==> src/hdl/sec_pkg.sv <==
// Shared constants and carrier types for the serial EEPROM host controller.
package sec_pkg;
  localparam int SYS_PERIOD_NS = 10;
  // Half of the serial clock period; the device accepts at most 1 MHz.
  localparam int SCK_HALF_NS = 500;
  localparam int SCK_HALF_CYCLES = (SCK_HALF_NS + SYS_PERIOD_NS - 1) / SYS_PERIOD_NS;
  localparam int PWR_READ_MS = 1;
  localparam int PWR_WRITE_MS = 5;
  localparam int PWR_READ_CYCLES = (PWR_READ_MS * 1000000 + SYS_PERIOD_NS - 1) / SYS_PERIOD_NS;
  localparam int PWR_WRITE_CYCLES = (PWR_WRITE_MS * 1000000 + SYS_PERIOD_NS - 1) / SYS_PERIOD_NS;
  localparam int PWR_CNT_W = 20;

  localparam logic [7:0] OP_LATCH_ENABLE = 8'h06;
  localparam logic [7:0] OP_LATCH_DISABLE = 8'h04;
  localparam logic [7:0] OP_READ_STATUS = 8'h05;
  localparam logic [7:0] OP_WRITE_STATUS = 8'h01;
  localparam logic [7:0] OP_READ = 8'h03;
  localparam logic [7:0] OP_WRITE = 8'h02;
  localparam int UPPER_ADDRESS_POS = 3;

  localparam int WRITE_BUSY_POS = 0;
  localparam logic [7:0] STATUS_WRITE_MASK = 8'h0c;
  localparam int ARRAY_ADDR_W = 9;
  localparam int PAGE_BYTES = 4;

  localparam int BUS_ADDR_W = 8;
  localparam logic [7:0] REG_CTRL = 8'h00;
  localparam logic [7:0] REG_ADDR = 8'h04;
  localparam logic [7:0] REG_WDATA = 8'h08;
  localparam logic [7:0] REG_RDATA = 8'h0c;
  localparam logic [7:0] REG_STATUS = 8'h10;
  localparam int CTRL_CMD_LSB = 0;
  localparam int CTRL_LEN_LSB = 3;
  localparam int CTRL_GO_POS = 7;
  localparam int CTRL_PAUSE_POS = 8;
  localparam int STAT_BUSY_POS = 0;
  localparam int STAT_RD_READY_POS = 1;
  localparam int STAT_WR_READY_POS = 2;
  localparam int STAT_REFUSED_POS = 3;
  localparam int STAT_DEV_LSB = 8;

  typedef enum logic [2:0] {
    CMD_LATCH_ENABLE = 3'h0,
    CMD_LATCH_DISABLE = 3'h1,
    CMD_READ_STATUS = 3'h2,
    CMD_WRITE_STATUS = 3'h3,
    CMD_READ = 3'h4,
    CMD_WRITE = 3'h5
  } sec_cmd_t;

  typedef struct packed {
    logic [BUS_ADDR_W-1:0] addr;
    logic [31:0] wdata;
    logic wr;
    logic rd;
  } sec_bus_t;

  typedef struct packed {
    logic chip_select_n;
    logic serial_clock;
    logic serial_in;
    logic pause_n;
  } sec_pins_t;
endpackage : sec_pkg

==> src/hdl/sec_tick.sv <==
// Enable pulse divider that paces each half period of the serial clock.
module sec_tick #(
  parameter int HALF = 50
) (
  input wire logic sys_clk,
  input wire logic resetn,
  input wire logic run,
  output logic tick
);
  localparam int CW = $clog2(HALF + 1);
  localparam logic [CW-1:0] LAST = CW'(HALF - 1);
  logic [CW-1:0] cnt_reg;
  logic [CW-1:0] cnt_next;

  // Stopping clears the count, so every resumed half period is full length.
  always_comb begin
    cnt_next = cnt_reg;
    if (!run || cnt_reg == LAST) begin
      cnt_next = '0;
    end else begin
      cnt_next = cnt_reg + CW'(1);
    end
  end

  always_ff @(posedge sys_clk or negedge resetn) begin
    if (!resetn) begin
      cnt_reg <= '0;
    end else begin
      cnt_reg <= cnt_next;
    end
  end

  assign tick = run && (cnt_reg == LAST);
endmodule : sec_tick

==> src/hdl/sec_shift.sv <==
// Shift register that sends its top bit out and takes a sampled bit in.
module sec_shift #(
  parameter int WIDTH = 8
) (
  input wire logic sys_clk,
  input wire logic resetn,
  input wire logic load,
  input wire logic [WIDTH-1:0] load_val,
  input wire logic shift,
  input wire logic in_bit,
  output logic [WIDTH-1:0] data
);
  logic [WIDTH-1:0] data_reg;
  logic [WIDTH-1:0] data_next;

  always_comb begin
    data_next = data_reg;
    if (load) begin
      data_next = load_val;
    end else if (shift) begin
      data_next = {data_reg[WIDTH-2:0], in_bit};
    end
  end

  always_ff @(posedge sys_clk or negedge resetn) begin
    if (!resetn) begin
      data_reg <= '0;
    end else begin
      data_reg <= data_next;
    end
  end

  assign data = data_reg;
endmodule : sec_shift

==> src/hdl/sec_host.sv <==
// Host controller that drives the serial EEPROM through its four link pins.
// Notes on behaviour
// Read sends opcode, then low address byte.
// Ninth address bit rides opcode bit three.
// Device returns addressed byte after address.
// Device auto-increments, wrapping top to zero.
// Chip select high ends every read.
// Status opcode returns one status byte.
// Latch enable goes in its own frame.
// Write in latch-enable frame is ignored.
// Array write: opcode, address, data bytes.
// One to four bytes, one page.
// Device wraps write address inside page.
// Chip select rises only after whole byte.
// Status write sends only protect bits.
// Status reads report busy during write.
// Pause pin changes only while clock low.
// Device powers up idle, latch cleared.
// First chip select fall activates device.
// Wait power-up delays before reads, writes.
// Opcode values, ninth address in opcode.
// Status: busy, latch, two protect bits.
// Protect bits guard quarter, half, all.
// Device clears latch after disable, writes.
// Device drops protected or unlatched writes.
// Sample rising edge, MSB first, mode zero.
module sec_host #(
  parameter int PWR_READ_CYCLES = sec_pkg::PWR_READ_CYCLES,
  parameter int PWR_WRITE_CYCLES = sec_pkg::PWR_WRITE_CYCLES,
  parameter int SCK_HALF = sec_pkg::SCK_HALF_CYCLES
) (
  input wire logic sys_clk,
  input wire logic resetn,
  input wire sec_pkg::sec_bus_t bus,
  output logic [31:0] rdata,
  output sec_pkg::sec_pins_t pins,
  input wire logic serial_out
);
  typedef enum logic [2:0] {ST_IDLE, ST_LEAD, ST_LO, ST_HI, ST_LAG, ST_GAP} sec_state_t;
  typedef enum logic [1:0] {PH_LATCH, PH_MAIN, PH_POLL} sec_phase_t;
  localparam logic [sec_pkg::PWR_CNT_W-1:0] RD_WAIT = sec_pkg::PWR_CNT_W'(PWR_READ_CYCLES);
  localparam logic [sec_pkg::PWR_CNT_W-1:0] WR_WAIT = sec_pkg::PWR_CNT_W'(PWR_WRITE_CYCLES);
  localparam logic [2:0] PAGE = 3'(sec_pkg::PAGE_BYTES);
  sec_state_t state_reg, state_next;
  sec_phase_t phase_reg, phase_next;
  sec_pkg::sec_cmd_t cmd_reg, cmd_next;
  logic [2:0] bit_reg, bit_next, byte_reg, byte_next, count_reg, count_next;
  logic cs_n_reg, cs_n_next, sck_reg, sck_next, pause_n_reg, pause_n_next;
  logic pause_req_reg, pause_req_next, refused_reg, refused_next, so_s1_reg, so_s2_reg;
  logic [1:0] len_reg, len_next;
  logic [sec_pkg::ARRAY_ADDR_W-1:0] addr_reg, addr_next;
  logic [31:0] wdata_reg, wdata_next, rdbuf_reg, rdbuf_next, rdata_reg, rdata_next;
  logic [7:0] stat_reg, stat_next;
  logic [sec_pkg::PWR_CNT_W-1:0] pwr_reg, pwr_next;
  logic tick, run, load, shift, rd_ready, wr_ready, busy, go, needs_write, start_ok;
  logic [7:0] tx_byte, shift_q, rx_byte, main_op;
  logic [2:0] byte_sel, total, room, req_len;
  sec_pkg::sec_cmd_t go_cmd;
  assign busy = (state_reg != ST_IDLE);
  // Power-up readiness gates.
  assign rd_ready = (pwr_reg >= RD_WAIT);
  assign wr_ready = (pwr_reg >= WR_WAIT);
  assign go = bus.wr && (bus.addr == sec_pkg::REG_CTRL) && bus.wdata[sec_pkg::CTRL_GO_POS];
  assign go_cmd = sec_pkg::sec_cmd_t'(bus.wdata[sec_pkg::CTRL_CMD_LSB +: 3]);
  assign needs_write = (go_cmd == sec_pkg::CMD_WRITE) || (go_cmd == sec_pkg::CMD_WRITE_STATUS);
  assign start_ok = go && !busy && (needs_write ? wr_ready : rd_ready) &&
                    (go_cmd <= sec_pkg::CMD_WRITE);
  // Clamp byte count to page end.
  assign room = PAGE - {1'b0, addr_reg[1:0]};
  assign req_len = {1'b0, bus.wdata[sec_pkg::CTRL_LEN_LSB +: 2]} + 3'd1;
  // A pause lets a high phase finish, so the pause pin only moves with the clock low.
  assign run = busy && pause_n_reg && !(pause_req_reg && !sck_reg);
  assign rx_byte = {shift_q[6:0], so_s2_reg};
  assign byte_sel = (state_reg == ST_HI) ? byte_reg + 3'd1 : byte_reg;
  // Opcode encoding.
  always_comb begin
    case (cmd_reg)
      sec_pkg::CMD_LATCH_ENABLE: main_op = sec_pkg::OP_LATCH_ENABLE;
      sec_pkg::CMD_LATCH_DISABLE: main_op = sec_pkg::OP_LATCH_DISABLE;
      sec_pkg::CMD_WRITE_STATUS: main_op = sec_pkg::OP_WRITE_STATUS;
      sec_pkg::CMD_READ: main_op = sec_pkg::OP_READ;
      sec_pkg::CMD_WRITE: main_op = sec_pkg::OP_WRITE;
      default: main_op = sec_pkg::OP_READ_STATUS;
    endcase
    // Ninth address bit in opcode.
    if (cmd_reg == sec_pkg::CMD_READ || cmd_reg == sec_pkg::CMD_WRITE) begin
      main_op[sec_pkg::UPPER_ADDRESS_POS] = addr_reg[8];
    end
  end
  // Frame contents per phase; receive slots are sent as zero, except the status read command, which sends the low address byte.
  always_comb begin
    total = 3'd1;
    tx_byte = 8'h00;
    case (phase_reg)
      // Latch enable alone in its frame.
      PH_LATCH: tx_byte = sec_pkg::OP_LATCH_ENABLE;
      // Poll status during write cycle.
      PH_POLL: begin
        total = 3'd2;
        if (byte_sel == 3'd0) begin
          tx_byte = sec_pkg::OP_READ_STATUS;
        end
      end
      default: begin
        case (cmd_reg)
          sec_pkg::CMD_READ_STATUS: total = 3'd2;
          sec_pkg::CMD_WRITE_STATUS: total = 3'd2;
          // Opcode, address, then data.
          sec_pkg::CMD_READ: total = 3'd2 + count_reg;
          // At least one data byte.
          sec_pkg::CMD_WRITE: total = 3'd2 + count_reg;
          default: total = 3'd1;
        endcase
        if (byte_sel == 3'd0) begin
          tx_byte = main_op;
        end else if (byte_sel == 3'd1) begin
          if (cmd_reg == sec_pkg::CMD_WRITE_STATUS) begin
            // Only protect bits may be one.
            tx_byte = wdata_reg[7:0] & sec_pkg::STATUS_WRITE_MASK;
          end else begin
            tx_byte = addr_reg[7:0];
          end
        end else if (cmd_reg == sec_pkg::CMD_WRITE) begin
          tx_byte = wdata_reg[{byte_sel[1:0] - 2'd2, 3'b000} +: 8];
        end
      end
    endcase
  end
  // Link engine and command intake.
  always_comb begin
    state_next = state_reg;
    phase_next = phase_reg;
    cmd_next = cmd_reg;
    bit_next = bit_reg;
    byte_next = byte_reg;
    count_next = count_reg;
    cs_n_next = cs_n_reg;
    sck_next = sck_reg;
    len_next = len_reg;
    refused_next = refused_reg;
    addr_next = addr_reg;
    wdata_next = wdata_reg;
    rdbuf_next = rdbuf_reg;
    stat_next = stat_reg;
    load = 1'b0;
    shift = 1'b0;
    pwr_next = wr_ready ? pwr_reg : pwr_reg + sec_pkg::PWR_CNT_W'(1);
    pause_req_next = pause_req_reg;
    pause_n_next = pause_n_reg;
    if (bus.wr && bus.addr == sec_pkg::REG_CTRL) begin
      pause_req_next = bus.wdata[sec_pkg::CTRL_PAUSE_POS];
    end
    // Pause pin moves only with clock low.
    if (!sck_reg) begin
      pause_n_next = !pause_req_reg;
    end
    if (!busy && bus.wr && bus.addr == sec_pkg::REG_ADDR) begin
      addr_next = bus.wdata[sec_pkg::ARRAY_ADDR_W-1:0];
    end
    if (!busy && bus.wr && bus.addr == sec_pkg::REG_WDATA) begin
      wdata_next = bus.wdata;
    end
    if (go) begin
      refused_next = !start_ok;
    end
    case (state_reg)
      ST_IDLE: begin
        if (start_ok) begin
          cmd_next = go_cmd;
          len_next = bus.wdata[sec_pkg::CTRL_LEN_LSB +: 2];
          count_next = (go_cmd == sec_pkg::CMD_WRITE && req_len > room) ? room : req_len;
          phase_next = needs_write ? PH_LATCH : PH_MAIN;
          // Every frame opens with a fall.
          cs_n_next = 1'b0;
          byte_next = 3'd0;
          bit_next = 3'd0;
          state_next = ST_LEAD;
        end
      end
      ST_LEAD: begin
        if (tick) begin
          load = 1'b1;
          state_next = ST_LO;
        end
      end
      ST_LO: begin
        if (tick) begin
          sck_next = 1'b1;
          state_next = ST_HI;
        end
      end
      ST_HI: begin
        if (tick) begin
          // Sample before falling edge.
          sck_next = 1'b0;
          state_next = ST_LO;
          if (bit_reg == 3'd7) begin
            bit_next = 3'd0;
            // Capture returned status byte.
            if (byte_reg == 3'd1 && (phase_reg == PH_POLL ||
                cmd_reg == sec_pkg::CMD_READ_STATUS)) begin
              stat_next = rx_byte;
            end
            // Capture returned array bytes.
            if (phase_reg == PH_MAIN && cmd_reg == sec_pkg::CMD_READ && byte_reg >= 3'd2) begin
              rdbuf_next[{byte_reg[1:0] - 2'd2, 3'b000} +: 8] = rx_byte;
            end
            // End only on a byte boundary.
            if (byte_reg == total - 3'd1) begin
              state_next = ST_LAG;
            end else begin
              byte_next = byte_reg + 3'd1;
              load = 1'b1;
            end
          end else begin
            shift = 1'b1;
            bit_next = bit_reg + 3'd1;
          end
        end
      end
      ST_LAG: begin
        if (tick) begin
          // Chip select high ends frame.
          cs_n_next = 1'b1;
          state_next = ST_GAP;
        end
      end
      ST_GAP: begin
        if (tick) begin
          byte_next = 3'd0;
          bit_next = 3'd0;
          if (phase_reg == PH_LATCH) begin
            phase_next = PH_MAIN;
            cs_n_next = 1'b0;
            state_next = ST_LEAD;
          end else if ((phase_reg == PH_MAIN && (cmd_reg == sec_pkg::CMD_WRITE ||
                       cmd_reg == sec_pkg::CMD_WRITE_STATUS)) ||
                       (phase_reg == PH_POLL && stat_reg[sec_pkg::WRITE_BUSY_POS])) begin
            // Busy flag decides further polling.
            phase_next = PH_POLL;
            cs_n_next = 1'b0;
            state_next = ST_LEAD;
          end else begin
            state_next = ST_IDLE;
          end
        end
      end
      default: state_next = ST_IDLE;
    endcase
  end
  // Register read mux; data appear one cycle after the strobe.
  always_comb begin
    rdata_next = 32'h0000_0000;
    if (bus.rd) begin
      case (bus.addr)
        sec_pkg::REG_CTRL: begin
          rdata_next[sec_pkg::CTRL_CMD_LSB +: 3] = cmd_reg;
          rdata_next[sec_pkg::CTRL_LEN_LSB +: 2] = len_reg;
          rdata_next[sec_pkg::CTRL_PAUSE_POS] = pause_req_reg;
        end
        sec_pkg::REG_ADDR: rdata_next[sec_pkg::ARRAY_ADDR_W-1:0] = addr_reg;
        sec_pkg::REG_WDATA: rdata_next = wdata_reg;
        sec_pkg::REG_RDATA: rdata_next = rdbuf_reg;
        sec_pkg::REG_STATUS: begin
          rdata_next[sec_pkg::STAT_BUSY_POS] = busy;
          rdata_next[sec_pkg::STAT_RD_READY_POS] = rd_ready;
          rdata_next[sec_pkg::STAT_WR_READY_POS] = wr_ready;
          rdata_next[sec_pkg::STAT_REFUSED_POS] = refused_reg;
          rdata_next[sec_pkg::STAT_DEV_LSB +: 8] = stat_reg;
        end
        default: rdata_next = 32'h0000_0000;
      endcase
    end
  end
  always_ff @(posedge sys_clk or negedge resetn) begin
    if (!resetn) begin
      state_reg <= ST_IDLE;
      phase_reg <= PH_MAIN;
      cmd_reg <= sec_pkg::CMD_LATCH_ENABLE;
      bit_reg <= 3'd0;
      byte_reg <= 3'd0;
      count_reg <= 3'd1;
      cs_n_reg <= 1'b1;
      sck_reg <= 1'b0;
      pause_n_reg <= 1'b1;
      pause_req_reg <= 1'b0;
      len_reg <= 2'd0;
      refused_reg <= 1'b0;
      addr_reg <= '0;
      wdata_reg <= 32'h0000_0000;
      rdbuf_reg <= 32'h0000_0000;
      stat_reg <= 8'h00;
      rdata_reg <= 32'h0000_0000;
      pwr_reg <= '0;
      so_s1_reg <= 1'b0;
      so_s2_reg <= 1'b0;
    end else begin
      state_reg <= state_next;
      phase_reg <= phase_next;
      cmd_reg <= cmd_next;
      bit_reg <= bit_next;
      byte_reg <= byte_next;
      count_reg <= count_next;
      cs_n_reg <= cs_n_next;
      sck_reg <= sck_next;
      pause_n_reg <= pause_n_next;
      pause_req_reg <= pause_req_next;
      len_reg <= len_next;
      refused_reg <= refused_next;
      addr_reg <= addr_next;
      wdata_reg <= wdata_next;
      rdbuf_reg <= rdbuf_next;
      stat_reg <= stat_next;
      rdata_reg <= rdata_next;
      pwr_reg <= pwr_next;
      so_s1_reg <= serial_out;
      so_s2_reg <= so_s1_reg;
    end
  end
  sec_tick #(.HALF(SCK_HALF)) u_tick (
    .sys_clk(sys_clk),
    .resetn(resetn),
    .run(run),
    .tick(tick)
  );
  // Most significant bit leaves first.
  sec_shift #(.WIDTH(8)) u_shift (
    .sys_clk(sys_clk),
    .resetn(resetn),
    .load(load),
    .load_val(tx_byte),
    .shift(shift),
    .in_bit(so_s2_reg),
    .data(shift_q)
  );
  assign rdata = rdata_reg;
  assign pins = {cs_n_reg, sck_reg, shift_q[7], pause_n_reg};
endmodule : sec_host

==> config.mk <==
export PLATFORM = sky130hd
export DESIGN_NAME = sec_host
export DESIGN_NICKNAME = d
export VERILOG_FILES = /design/src/hdl/sec_pkg.sv /design/src/hdl/sec_tick.sv /design/src/hdl/sec_shift.sv /design/src/hdl/sec_host.sv
export SDC_FILE = /design/constraint.sdc
export NUM_CORES = 1
export LEC_CHECK = 0
export ABC_AREA = 1
export BUFFER_PORTS_ARGS = -buffer_cell sky130_fd_sc_hd__buf_4
export CAP_MARGIN = 10
export CORE_ASPECT_RATIO = 1.75
export CORE_MARGIN = 4
export CORE_UTILIZATION = 40
export DETAILED_ROUTE_END_ITERATION = 7
export PLACE_DENSITY_LB_ADDON = 0.1
export SETUP_SLACK_MARGIN = 0.2
export SLEW_MARGIN = 30
export SYNTH_ARGS = -nofsm -noshare
export SYNTH_HDL_FRONTEND = slang
export SYNTH_HIERARCHICAL = 1
export SYNTH_SLANG_ARGS = --single-unit
==> constraint.sdc <==
create_clock -name sys_clk -period 4.4 [get_ports sys_clk]
set_input_delay 1.32 -clock sys_clk [delete_from_list [all_inputs] [get_ports sys_clk]]
set_output_delay 1.32 -clock sys_clk [all_outputs]
set_load 0.05 [all_outputs]
# Word level (Yosys, flattened, before mapping)
# Cells that the tools add are included.
# Widths: inputs -> output; s select.
[op_classes]
add_sub_neg = 11
n_lt_le_gt_ge = 5
n_eq_ne = 32
shifts = 3
muxes = 66
reduce_logical = 52
[ops]
columns = ["op", "n"]
rows = [
  ["$mux 3", 18],
  ["$mux 8", 6],
  ["$bwmux 32", 1],
  ["$mux 32", 1],
  ["$pmux 16 s2", 1],
  ["$shift 8x7->32 const A", 1],
  ["$shiftx 32x6->8", 1],
  ["$shiftx 8x7->32", 1],
  ["$pmux 3 s3", 3],
  ["$pmux 7 s3", 1],
  ["$add 20x1->20 const B", 1],
  ["$ge 20x17->1 const B", 1],
  ["$ge 20x19->1 const B", 1],
  ["$pmux 4 s5", 1],
  ["$eq 3x3->1 const B", 6],
  ["$logic_and 1x1->1", 18],
  ["$mux 1", 18],
  ["$pmux 3 s6", 1],
  ["$eq 8x4->1 const B", 2],
  ["$pmux 8 s2", 1],
  ["$reduce_and 4->1", 4],
  ["$eq 3x2->1 const B", 5],
  ["$pmux 3 s5", 1],
  ["$ne 2x2->1 const B", 7],
  ["other kinds (40)", 68],
]
[totals]
ff_bits = 173
inputBits = 45

# Depth between registers and ports, before layout
# Gate-level depths: netlist of run 1.
[logic_depth]
word_depth = 11
mapped_depth = 17

# Hierarchy
# The synthesis of run 1 kept the hierarchy.
[modules_own_cells]
columns = ["module", "instances", "cells_per_inst", "area_per_inst_um2", "seq_area_each_um2"]
rows = [
  ["sec_host", 1, 996, 8383.0, 3983.8],
  ["sec_shift", 1, 44, 374.1, 200.2],
  ["sec_tick", 1, 37, 326.6, 150.1],
]

# Least setup slack after synthesis of run 1
# OpenSTA, ideal clock, no wires.
[synth_path]
path_kind = "input -> register"
from = "input bus[5] (netlist name)"
to = "register count_reg[1]"
setup_time_ns = 0.117
arrival_time_ns = 2.708
required_ns = 4.283
setup_slack_ns = 1.575
cell_stages = 9
path_buffers = 0
cell_sequence = "ha_1 ha_1 inv_1 nor2_1 o21a_1 o21ai_0 o21ai_0 nand2_1 nand2_1"
[synth_between]
elab_chain_len = 4
[synth_rtl]
columns = ["item", "line_no", "source"]
rows = [
  ["from (decl)", "sec_host.sv:34", "input wire sec_pkg::sec_bus_t bus,"],
  ["$add 2x1->3 *", "sec_host.sv:70", "assign req_len = {1'b0, bus.wdata[sec_pkg::CTRL_LEN_LSB +: 2]} + 3'd1;"],
  ["$gt 3x3->1", "sec_host.sv:171", "count_next = (go_cmd == sec_pkg::CMD_WRITE && req_len > room) ? room : req_len;"],
  ["$logic_and 1x1->1", "sec_host.sv:171", ""],
  ["$mux 3 *", "sec_host.sv:171", ""],
  ["to (signal assigned)", "sec_host.sv:303", "count_reg <= count_next;"],
  ["to (decl)", "sec_host.sv:47", "logic [2:0] bit_reg, bit_next, byte_reg, byte_next, count_reg, count_next;"],
]
# Every way passes the cells marked *; elsewhere a longest branch is shown, timed or not.
# A chain may end at the register's enable or synchronous reset.

# Final worst setup path of run 1
[layout_path]
from = "register state_reg[0]"
to = "register u_shift.data_reg[1] (netlist: u_shift/data[1])"
[layout_between]
elab_chain_len = 9
elab_cells_between_ends = 22
cone_classes = "add/sub: 1; eq/ne: 3; shift: 1; mux: 11; reduce/logical: 6"
[layout_rtl]
columns = ["item", "line_no", "source"]
rows = [
  ["from (decl)", "sec_host.sv:44", "sec_state_t state_reg, state_next;"],
  ["from (signal assigned)", "sec_host.sv:298", "state_reg <= state_next;"],
  ["$eq 3x2->1 *", "sec_host.sv:74", "assign byte_sel = (state_reg == ST_HI) ? byte_reg + 3'd1 : byte_reg;"],
  ["$mux 3 *", "sec_host.sv:74", ""],
  ["$sub 2x2->2", "sec_host.sv:124", "tx_byte = wdata_reg[{byte_sel[1:0] - 2'd2, 3'b000} +: 8];"],
  ["$shiftx 32x6->8", "sec_host.sv:124", ""],
  ["$mux 8", "sec_host.sv:123", "end else if (cmd_reg == sec_pkg::CMD_WRITE) begin"],
  ["$mux 8", "sec_host.sv:116", "end else if (byte_sel == 3'd1) begin"],
  ["$mux 8 *", "sec_host.sv:114", "if (byte_sel == 3'd0) begin"],
  ["$pmux 8 s2 *", "sec_host.sv:94", "case (phase_reg)"],
  ["via tx_byte[1]", "sec_host.sv:56", "logic [7:0] tx_byte, shift_q, rx_byte, main_op;"],
  ["$mux 8 *", "sec_shift.sv:18", "if (load) begin"],
  ["to (signal assigned)", "sec_shift.sv:29", "data_reg <= data_next;"],
  ["to (decl)", "sec_shift.sv:13", "logic [WIDTH-1:0] data_reg;"],
]
# Mark *: on every way through the listed nets, which the timed path passes. The rest lies on a longest branch.

==> metrics.cfg, run 1 <==
[sta]
period_minus_slack_ps = 3120
worst_slack_ps = 1280
finalHoldViolCount = 0
tightest_slew_ps = 953
drv_slew = 0
fin_skew_ps = 7.25
setup_viol = 0
fin_crit_sh_pct = 70.9
slew_headroom_pct = 35.8
rsz0062_at_grt = false
fmax_ghz = 0.320
tns_ps = 0

[logic_synthesis]
synth_nets = 1141
yosysSeqAreaShare_pct = 47.7
synth_top_family_by_area = simple AND/OR/NAND/NOR gates
ys_ff_latch = 173
synth_edf_count = 0
ys.flop_type = dfrtp_1
syn_area_mm2 = 0.00908
muxShareOfSynthArea_pct = 1.98
ys_warn_count = 6
syn_area_per_cell_um2 = 8.43
synthArstFlopShare_pct = 100
synthAdderAreaFrac_pct = 2.62
ys_types = 53
synth-simple-area-share_pct = 26.0
synth_xor_area_share_pct = 2.02
synth_compound_area_share_pct = 12.2
syn_inst = 1077

[worst_setup_path]
path_buf_inv = 1
r2r-end = u_shift/data[1]
worstPathArrival_ps = 3500
cp_slowest_stage_delay_ps = 530
rr_worst_depth = 12
slowest_stage = dfrtp_1
crit_type = flop to flop
crit_required_ps = 4780
worst_setup_path_start_kind = flop
path_cells = nand2_1 > nor2_4 > ha_1 > inv_1 > nand2_1 > nor3_2 > nand2_1 > nand2_1 > nand2_1 > a21oi_1 > nand2_1 > nand3_1
cp_top_family = simple AND/OR/NAND/NOR gates
r2r_slack_ps = 1280
worstPathMaxFanout = 11
r2r-start = state_reg[0]
crit_top_cell = nand2_1
endpoint_kind = flop

[floorplanning]
core_mm2 = 0.0223
dieWidth_um = 122
start_util_pct = 40.8
pin_count = 81
dieArea_mm2 = 0.0253
die_h_um = 207
rows = 72

[cts]
path_clk_slew_ps = 70
root_buffer = clkbuf_16
cts_resized = 0
ctsHoldBuffers = 0
clock_sink_count = 173
cts_tree = yes
cts_htree_levels = 4
clockBufferDepth = 2
cts_buffers = 17
clk_latency_ps = 440
post_cts_buffers = 0

[placed_design]
placed_cell_area_mm2 = 0.00991
placedCellCount = 1426
place_congestion = 0.909
port_buffers = 80
place_hpwl_um = 20600
pre_cts_ws_ps = 1170

[power_and_ir_drop]
irDropWorstVdd_v = 0.000298
internal_power_mw = 2.85
power_frac_seq_pct = 40.8
p_clk_share_pct = 36.6
netSwitchingFraction_pct = 33.4
combinationalPowerShare_pct = 22.5
switchingPower_mw = 1.43
total_leakage_power_nw = 5.11
pwr_density_cell_mw_per_mm2 = 407

[grt]
grt_pass1_vias = 7580
antenna_found_initial = 0
grt_pass1_wl_um = 41300
grt_usage_pct = 21.6
grt_max_degree = 76
grt_overflow_total = 0

[cells_and_area]
antenna_cells = 0
final_cells = 1458
post-route-util_pct = 47.3
area_growth_pct = 15.8
layout-drive-gt1-share_pct = 19.4
fin_nets = 1213
final_cell_area_mm2 = 0.0105

[routing]
via_per_inst = 5.03
drt-pass1-iter-count = 5
ant_nets = 0
via_count = 7340
wirelength_um = 26400
wire_per_inst_um = 18.1
drt_iter0_drc = 395
remaining_drc_errors = 0

[hold_path]
worstHoldEndpoint = so_s2_reg
hold_depth = 0
hold_class = flop to flop
hold_start = so_s1_reg

[outcome]
run_status = complete, no violations

[flow_run]
cap_violations = 0

==> Yosys cell counts, types with 2 or more instances <==
| cell type | instances | area (µm²) |
|---|---|---|
| nor2_2 | 5 | 31.3 |
| ha_1 | 19 | 238 |
| inv_2 | 8 | 30.0 |
| o211ai_1 | 9 | 67.6 |
| buf_6 | 7 | 78.8 |
| mux2_2 | 16 | 180 |
| dfstp_2 | 4 | 105 |
| nand2_2 | 13 | 81.3 |
| nor2_4 | 8 | 90.1 |
| inv_1 | 107 | 402 |
| xor2_1 | 13 | 114 |
| o21bai_1 | 2 | 15.0 |
| o21ai_0 | 50 | 250 |
| buf_4 | 7 | 52.6 |
| nand4_1 | 12 | 75.1 |
| nor2_8 | 2 | 40.0 |
| a211oi_1 | 2 | 15.0 |
| nor2_1 | 84 | 315 |
| a221oi_1 | 2 | 17.5 |
| clkbuf_1 | 8 | 30.0 |
| nand3_1 | 73 | 365 |
| nand2_1 | 294 | 1100 |
| nand3_4 | 5 | 87.6 |
| a22o_1 | 3 | 26.3 |
| a21oi_1 | 40 | 200 |
| a22oi_1 | 5 | 37.5 |
| xnor2_1 | 8 | 70.1 |
| buf_2 | 14 | 70.1 |
| dfrtp_1 | 169 | 4230 |
| a31oi_1 | 6 | 37.5 |
| o21ai_1 | 18 | 90.1 |
| nand3_2 | 3 | 30.0 |
| o22ai_1 | 2 | 12.5 |
| nor3_1 | 8 | 40.0 |
| o21ai_2 | 32 | 280 |
| clkinv_2 | 2 | 10.0 |
==> area by class of cell <==
| cell class | count | area [µm²] |
|---|---|---|
| Clock buffer | 22 | 484 |
| Clock inverter | 10 | 126 |
| Fill cell | 2217 | 11700 |
| Inverter | 118 | 445 |
| Multi-Input combinational cell | 749 | 4070 |
| Sequential cell | 173 | 4330 |
| Tap cell | 296 | 370 |
| Timing Repair Buffer | 90 | 692 |
==> metal layers <==
metal | part of all wire, % | wire, µm | global-route usage, %
met4 | 7.9 | 2090 | 14.9
met3 | 3.5 | 934 | 3.52
met1 | 35 | 9140 | 21.6
met2 | 54 | 14200 | 39.8
met5 | 0 | 0 | 0
==> power by group through the flow <==
stage                     Combinational, mW  Sequential [mW]  Clock, mW
after floorplan                       0.707             1.73          0
after global placement                0.963             1.78          0
after detailed placement              0.968             1.78          0
after CTS                             0.974             1.75       1.60
after global routing                   1.08             1.76       1.67
final                                 0.964             1.75       1.57
==> stage by stage <==
| step | hold slack (ps) | power, mW |
|---|---|---|
| finish | 356 | 4.28 |
| detailed placement | 340 | 2.75 |
| global route | 361 | 4.51 |
| CTS | 356 | 4.33 |
| global placement | 333 | 2.74 |
| floorplan | 331 | 2.44 |
==> cells by family after synthesis <==
logic type / count (synthesis)
flops: 173
simple gates: 515
mux: 16
buf+inv: 155
xor+xnor: 21
fa+ha+maj: 19
compound gates: 178
==> cell usage in the layout, fill, tap and decap left out, drive strengths merged, types with 2 or more instances in the layout <==
cell,Yosys,layout
o22ai,2,2
mux2,16,16
o21bai,3,3
bufinv,0,2
a211oi,2,2
nor3,9,9
o21ai,100,100
dfstp,4,4
nor2,99,99
a31oi,6,6
clkinvlp,0,3
dfrtp,169,169
xnor2,8,8
a22o,3,3
o211ai,9,9
a221oi,2,2
inv,115,118
ha,19,19
buf,28,90
nand4,14,14
a21oi,40,40
clkbuf,9,22
xor2,13,13
nor4,2,2
nand2,308,308
nand3,81,81
clkinv,3,5
a22oi,5,5
==> worst max-delay path by stage <==
stage | slack [ps] | start | to | depth (start not counted)
after floorplan | 1580 | bus[5] | count_reg[1] | 9
after global placement | 1200 | bus[0] | rdata[1] | 9
after detailed placement | 1170 | bus[0] | rdata[1] | 9
after CTS | 1290 | state_reg[0] | u_shift/data[1] | 12
after global routing | 1100 | state_reg[0] | u_shift/data[1] | 12
final | 1280 | state_reg[0] | u_shift/data[1] | 12
Note: power is estimated with default switching activity, not from simulation.
==> inputs of run 2 (changes only) <==
- clock period: 4.4 -> 2.5 ns (I/O delays scaled with it)
==> metrics.cfg, run 2 (synthesis results as in run 1) <==
[outcome]
run_status = complete, no violations

[worst_setup_path]
r2r-start = cmd_reg[1]
worst_setup_path_start_kind = flop
slowest_stage = dfrtp_1
crit_type = flop to flop
worstPathArrival_ps = 2680  ; -820 ps
path_cells = inv_2 > nand2_4 > o21ai_2 > a21oi_2 > ha_4 > xor2_2 > nor2_1 > nor2_2 > nand2_1 > nand2_2 > a211oi_2 > buf_4 > buf_6 > nand2_1 > nand3_1
crit_top_cell = nand2_1
path_buf_inv = 3  ; +2
cp_slowest_stage_delay_ps = 420  ; -110 ps
worstPathMaxFanout = 6  ; -5
endpoint_kind = flop
crit_required_ps = 2880  ; -1900 ps
critical_path.startpoint = cmd_reg[1]
cp_top_family = simple AND/OR/NAND/NOR gates

[floorplanning]
die_h_um = 207  ; unchanged
pin_count = 81  ; unchanged
core_mm2 = 0.0223  ; unchanged
dieWidth_um = 122  ; unchanged
rows = 72  ; unchanged
start_util_pct = 40.8  ; unchanged
dieArea_mm2 = 0.0253  ; unchanged

[routing]
remaining_drc_errors = 0  ; unchanged
drt_iter0_drc = 471  ; +19%
drt-pass1-iter-count = 5  ; unchanged
wirelength_um = 27600  ; +4.7%
wire_per_inst_um = 18.2  ; +0.53%
via_per_inst = 5.05  ; +0.39%
ant_nets = 0  ; unchanged
via_count = 7677  ; +4.6%

[placed_design]
port_buffers = 80  ; unchanged
place_congestion = 0.919  ; +1.1%
place_hpwl_um = 21000  ; +2.2%

[cts]
clockBufferDepth = 2  ; unchanged
root_buffer = clkbuf_16
cts_buffers = 17  ; unchanged
clk_latency_ps = 440  ; about the same
cts_tree = yes
clock_sink_count = 173  ; unchanged
ctsHoldBuffers = 0  ; unchanged
path_clk_slew_ps = 70  ; about the same
cts_htree_levels = 4  ; unchanged

[cells_and_area]
layout-drive-gt1-share_pct = 26.5  ; +7.0 points
antenna_cells = 0  ; unchanged
fin_nets = 1274  ; +5.0%
final_common_cell = nand2_1
area_growth_pct = 24.2
final_cell_mix = 283 x nand2_1, 166 x dfrtp_1, 135 x buf_4, 102 x inv_1, 81 x nor2_1

[power_and_ir_drop]
finalPower_mw = 8.43  ; +97%
irDropWorstVdd_v = 0.000470  ; +58%
total_leakage_power_nw = 5.46  ; +7.0%
pwr_density_cell_mw_per_mm2 = 747  ; +84%

[sta]
finalHoldViolCount = 0  ; unchanged
slew_headroom_pct = 33.9  ; -1.9 points
fmax_ghz = 0.435  ; +36%
rsz0062_at_grt = true
drv_slew = 0  ; unchanged
setup_viol = 0  ; unchanged
period_minus_slack_ps = 2300  ; -822 ps
tns_ps = 0  ; unchanged
fin_skew_ps = 9.94  ; +2.69 ps
tightest_slew_ps = 982  ; +28.8 ps
fin_crit_sh_pct = 91.9  ; +21 points

[grt]
grt_pass1_vias = 7824  ; +3.2%
grt_overflow_total = 0  ; unchanged
antenna_found_initial = 0  ; unchanged
grt_usage_pct = 22.0  ; +0.39 points
grt_max_degree = 54  ; -29%
grt_pass1_wl_um = 42200  ; +2.0%

[hold_path]
hold_class = input pin to asynchronous set/reset pin

[flow_run]
cap_violations = 0  ; unchanged

-- run 2: cell type report --
class / count / area [µm²]
inverters: 118 / 454
fillers: 2142 / 11000
well taps: 296 / 370
repair buffers: 147 / 1230
flip-flops and latches: 173 / 4340
clock buffers: 17 / 425
clock inverters: 15 / 200
multi-input cells: 753 / 4270
-- run 2: repair_timing --
action	in CTS	in global routing
setup endpoints to repair	48	50
buffers inserted	5	14
gates cloned	1	3
resized for setup	10	36
pin swaps	4	10
-- run 2: where the power goes --
part	switching, mW	total, mW	internal (mW)	leakage, nW
registers	0.138	3.06	2.92	2.33
logic	1.59	2.50	0.915	2.84
clock network	1.26	2.87	1.61	0.301
total	2.98	8.43	5.45	5.46
-- run 2: through the flow --
stage	cell area [µm²]	setup slack (ps)	instances	utilization [%]	hold slack, ps
2_1_floorplan	9090	224	1077	-	331
3_3_place_gp	10300	46.9	1464	46.1	336
3_5_place_dp	10300	19.1	1464	46.1	336
4_1_cts	11000	197	1502	49.5	263
5_1_grt	11300	34.7	1519	50.7	272
6_report	11300	202	1519	50.7	245
-- run 2: routing by layer --
| layer | track usage, % | vias up | part of all wire [%] |
|---|---|---|---|
| met3 | 3.35 | 60 | 3.5 |
| met1 | 21.9 | 3665 | 35 |
| met2 | 42.8 | 190 | 57 |
| li1 | - | 3762 | - |
| met4 | 10.9 | 0 | 4.8 |
| met5 | 0 | - | 0 |
-- run 2: path summary, 6_finish.rpt --
path                            cells after the start              end  slack (ps)
min in group sys_clk                                0        so_s2_reg         350
max in group asynchronous                           2     count_reg[0]        1510
worst max register to register                     15  u_shift/data[3]         200
worst min-delay path                                1    wdata_reg[21]         250
worst max-delay path                               15  u_shift/data[3]         200
worst min register to register                      0        so_s2_reg         350
==> inputs of run 3 (changes only) <==
- PLACE_DENSITY_LB_ADDON: 0.1 -> 0.08
- clock period: 2.5 -> 2.55 ns (I/O delays scaled with it)
==> metrics.cfg, run 3 (synthesis results as in run 1) <==
[cts]
clk_latency_ps = 450  ; about the same
root_buffer = clkbuf_16
path_clk_slew_ps = 70  ; about the same
clockBufferDepth = 2  ; unchanged
clock_sink_count = 173  ; unchanged
ctsHoldBuffers = 0  ; unchanged
cts_tree = yes
cts_htree_levels = 4  ; unchanged
cts_buffers = 17  ; unchanged

[worst_setup_path]
r2r_slack_ps = 300  ; +100 ps
crit_type = flop to flop
endpoint_kind = flop
r2r-start = cmd_reg[1]
cp_top_family = simple AND/OR/NAND/NOR gates
worstPathArrival_ps = 2630  ; -50 ps
slowest_stage = dfrtp_2
crit_top_cell = nand2_1
critical_path.startpoint = cmd_reg[1]
path_cells = inv_2 > nand2_4 > nand2_2 > nand3_2 > nand2_2 > ha_4 > xor2_2 > nand2_1 > nand2_1 > nor2_2 > nand2_1 > nand2_1 > a211oi_2 > buf_6 > buf_6 > nand2_1 > nand3_1
worstPathMaxFanout = 5  ; -1
worst_setup_path_start_kind = flop
cp_slowest_stage_delay_ps = 440  ; +20 ps
crit_required_ps = 2920  ; +40 ps
path_buf_inv = 3  ; unchanged

[routing]
wirelength_um = 27300  ; -1.3%
ant_nets = 0  ; unchanged
via_per_inst = 5.03  ; -0.55%
via_count = 7554  ; -1.6%
remaining_drc_errors = 0  ; unchanged
drt_iter0_drc = 371  ; -21%
drt-pass1-iter-count = 5  ; unchanged
wire_per_inst_um = 18.2  ; -0.23%

[floorplanning]
core_mm2 = 0.0223  ; unchanged
dieWidth_um = 122  ; unchanged
rows = 72  ; unchanged
start_util_pct = 40.8  ; unchanged
pin_count = 81  ; unchanged
dieArea_mm2 = 0.0253  ; unchanged
die_h_um = 207  ; unchanged

[grt]
antenna_found_initial = 0  ; unchanged
grt_overflow_total = 0  ; unchanged
grt_max_degree = 46  ; -15%
grt_usage_pct = 22.0  ; -0.047 points
grt_pass1_vias = 7757  ; -0.86%
grt_pass1_wl_um = 41900  ; -0.59%

[sta]
worst_hold_slack_ps = 233  ; -12.4 ps
rsz0062_at_grt = true
finalHoldViolCount = 0  ; unchanged
setup_viol = 0  ; unchanged
fin_skew_ps = 10.8  ; +0.880 ps
period_minus_slack_ps = 2250  ; -46.9 ps
slew_headroom_pct = 42.9  ; +9.0 points
worst_slack_ps = 299  ; +96.9 ps
fmax_ghz = 0.444  ; +2.1%
fin_crit_sh_pct = 88.3  ; -3.6 points
tns_ps = 0  ; unchanged
drv_slew = 0  ; unchanged
tightest_slew_ps = 848  ; -134 ps

[cells_and_area]
final_cell_mix = 289 x nand2_1, 163 x dfrtp_1, 122 x buf_4, 103 x inv_1, 82 x nor2_1
fin_nets = 1258  ; -1.3%
layout-drive-gt1-share_pct = 24.7  ; -1.8 points
multi_input_area_mm2 = 0.00420  ; -1.6%
area_growth_pct = 22.9
final_cell_area_mm2 = 0.0112  ; -1.1%
n_fill_cell = 2195  ; +2.5%
final_common_cell = nand2_1
regArea_mm2 = 0.00434  ; about the same
antenna_cells = 0  ; unchanged

[flow_run]
cap_violations = 0  ; unchanged

[power_and_ir_drop]
irDropWorstVdd_v = 0.000429  ; -8.7%
finalPower_mw = 8.20  ; -2.7%
total_leakage_power_nw = 5.42  ; -0.85%
pwr_density_cell_mw_per_mm2 = 735  ; -1.6%

[placed_design]
port_buffers = 80  ; unchanged
placed_cell_area_mm2 = 0.0102  ; -0.34%
place_congestion = 0.902  ; -1.8%
pre_cts_ws_ps = 24.3  ; +5.11 ps
place_hpwl_um = 21000  ; -0.25%

[outcome]
run_status = complete, no violations

[hold_path]
hold_class = input pin to asynchronous set/reset pin

==> run 3: cell count changes in the layout (fill, tap and decap cells not counted), moves of 4 or more <==
| cell | before | now |
|---|---|---|
| nand2_2 | 22 | 15 |
| nand2_1 | 283 | 289 |
| buf_4 | 135 | 122 |
| a21oi_2 | 4 | 0 |
==> run 3: area by class of cell <==
cell class / count / area share [%]
Clock buffer: 17 / 3.81
Sequential cell: 173 / 38.9
Tap cell: 296 / 3.32
Multi-Input combinational cell: 750 / 37.6
Timing Repair Buffer: 134 / 10.0
Clock inverter: 15 / 2.28
Inverter: 118 / 4.04
==> run 3: power by group <==
part           total (mW)  internal (mW)  switching [mW]
logic                2.18          0.766            1.41
registers            3.00           2.87           0.134
clock network        3.03           1.85            1.17
==> run 3: worst paths after layout <==
check                      cells after the start         endpoint
max                                           17  u_shift/data[7]
min                                            1    wdata_reg[22]
max reg2reg                                   17  u_shift/data[7]
min reg2reg                                    0        so_s2_reg
max in group asynchronous                      2      pause_n_reg
min in group sys_clk                           0        so_s2_reg
==> run 3: per-layer routing <==
metal	GRT usage [%]	part of all wire (%)
met1	21.8	35
met3	3.38	3.2
met5	0	0
met4	13.5	5.8
met2	41.4	56
==> run 3: worst reg2reg max path, delay by kind of cell (launching register included) <==
kind / cells / cell delay [ps]
AOI/OAI and AO/OA: 1 / 240
xor gates and xnor gates: 1 / 150
DFF: 1 / 440
buffers and inverters: 3 / 390
adders and majority gates: 1 / 140
and+or+nand+nor: 11 / 810
==> run 3: metrics by stage <==
stage	utilization, %	instances
after floorplan	-	1077
after global placement	45.9	1457
after detailed placement	45.9	1457
after CTS	49.1	1492
after global routing	50.2	1503
final	50.2	1503
==> run 3: what timing repair did <==
item | CTS | global route
pin swaps | 0 | 12
cloned | 0 | 1
setup endpoints to repair | 8 | 50
gates resized for setup | 1 | 39
setup buffers | 3 | 10
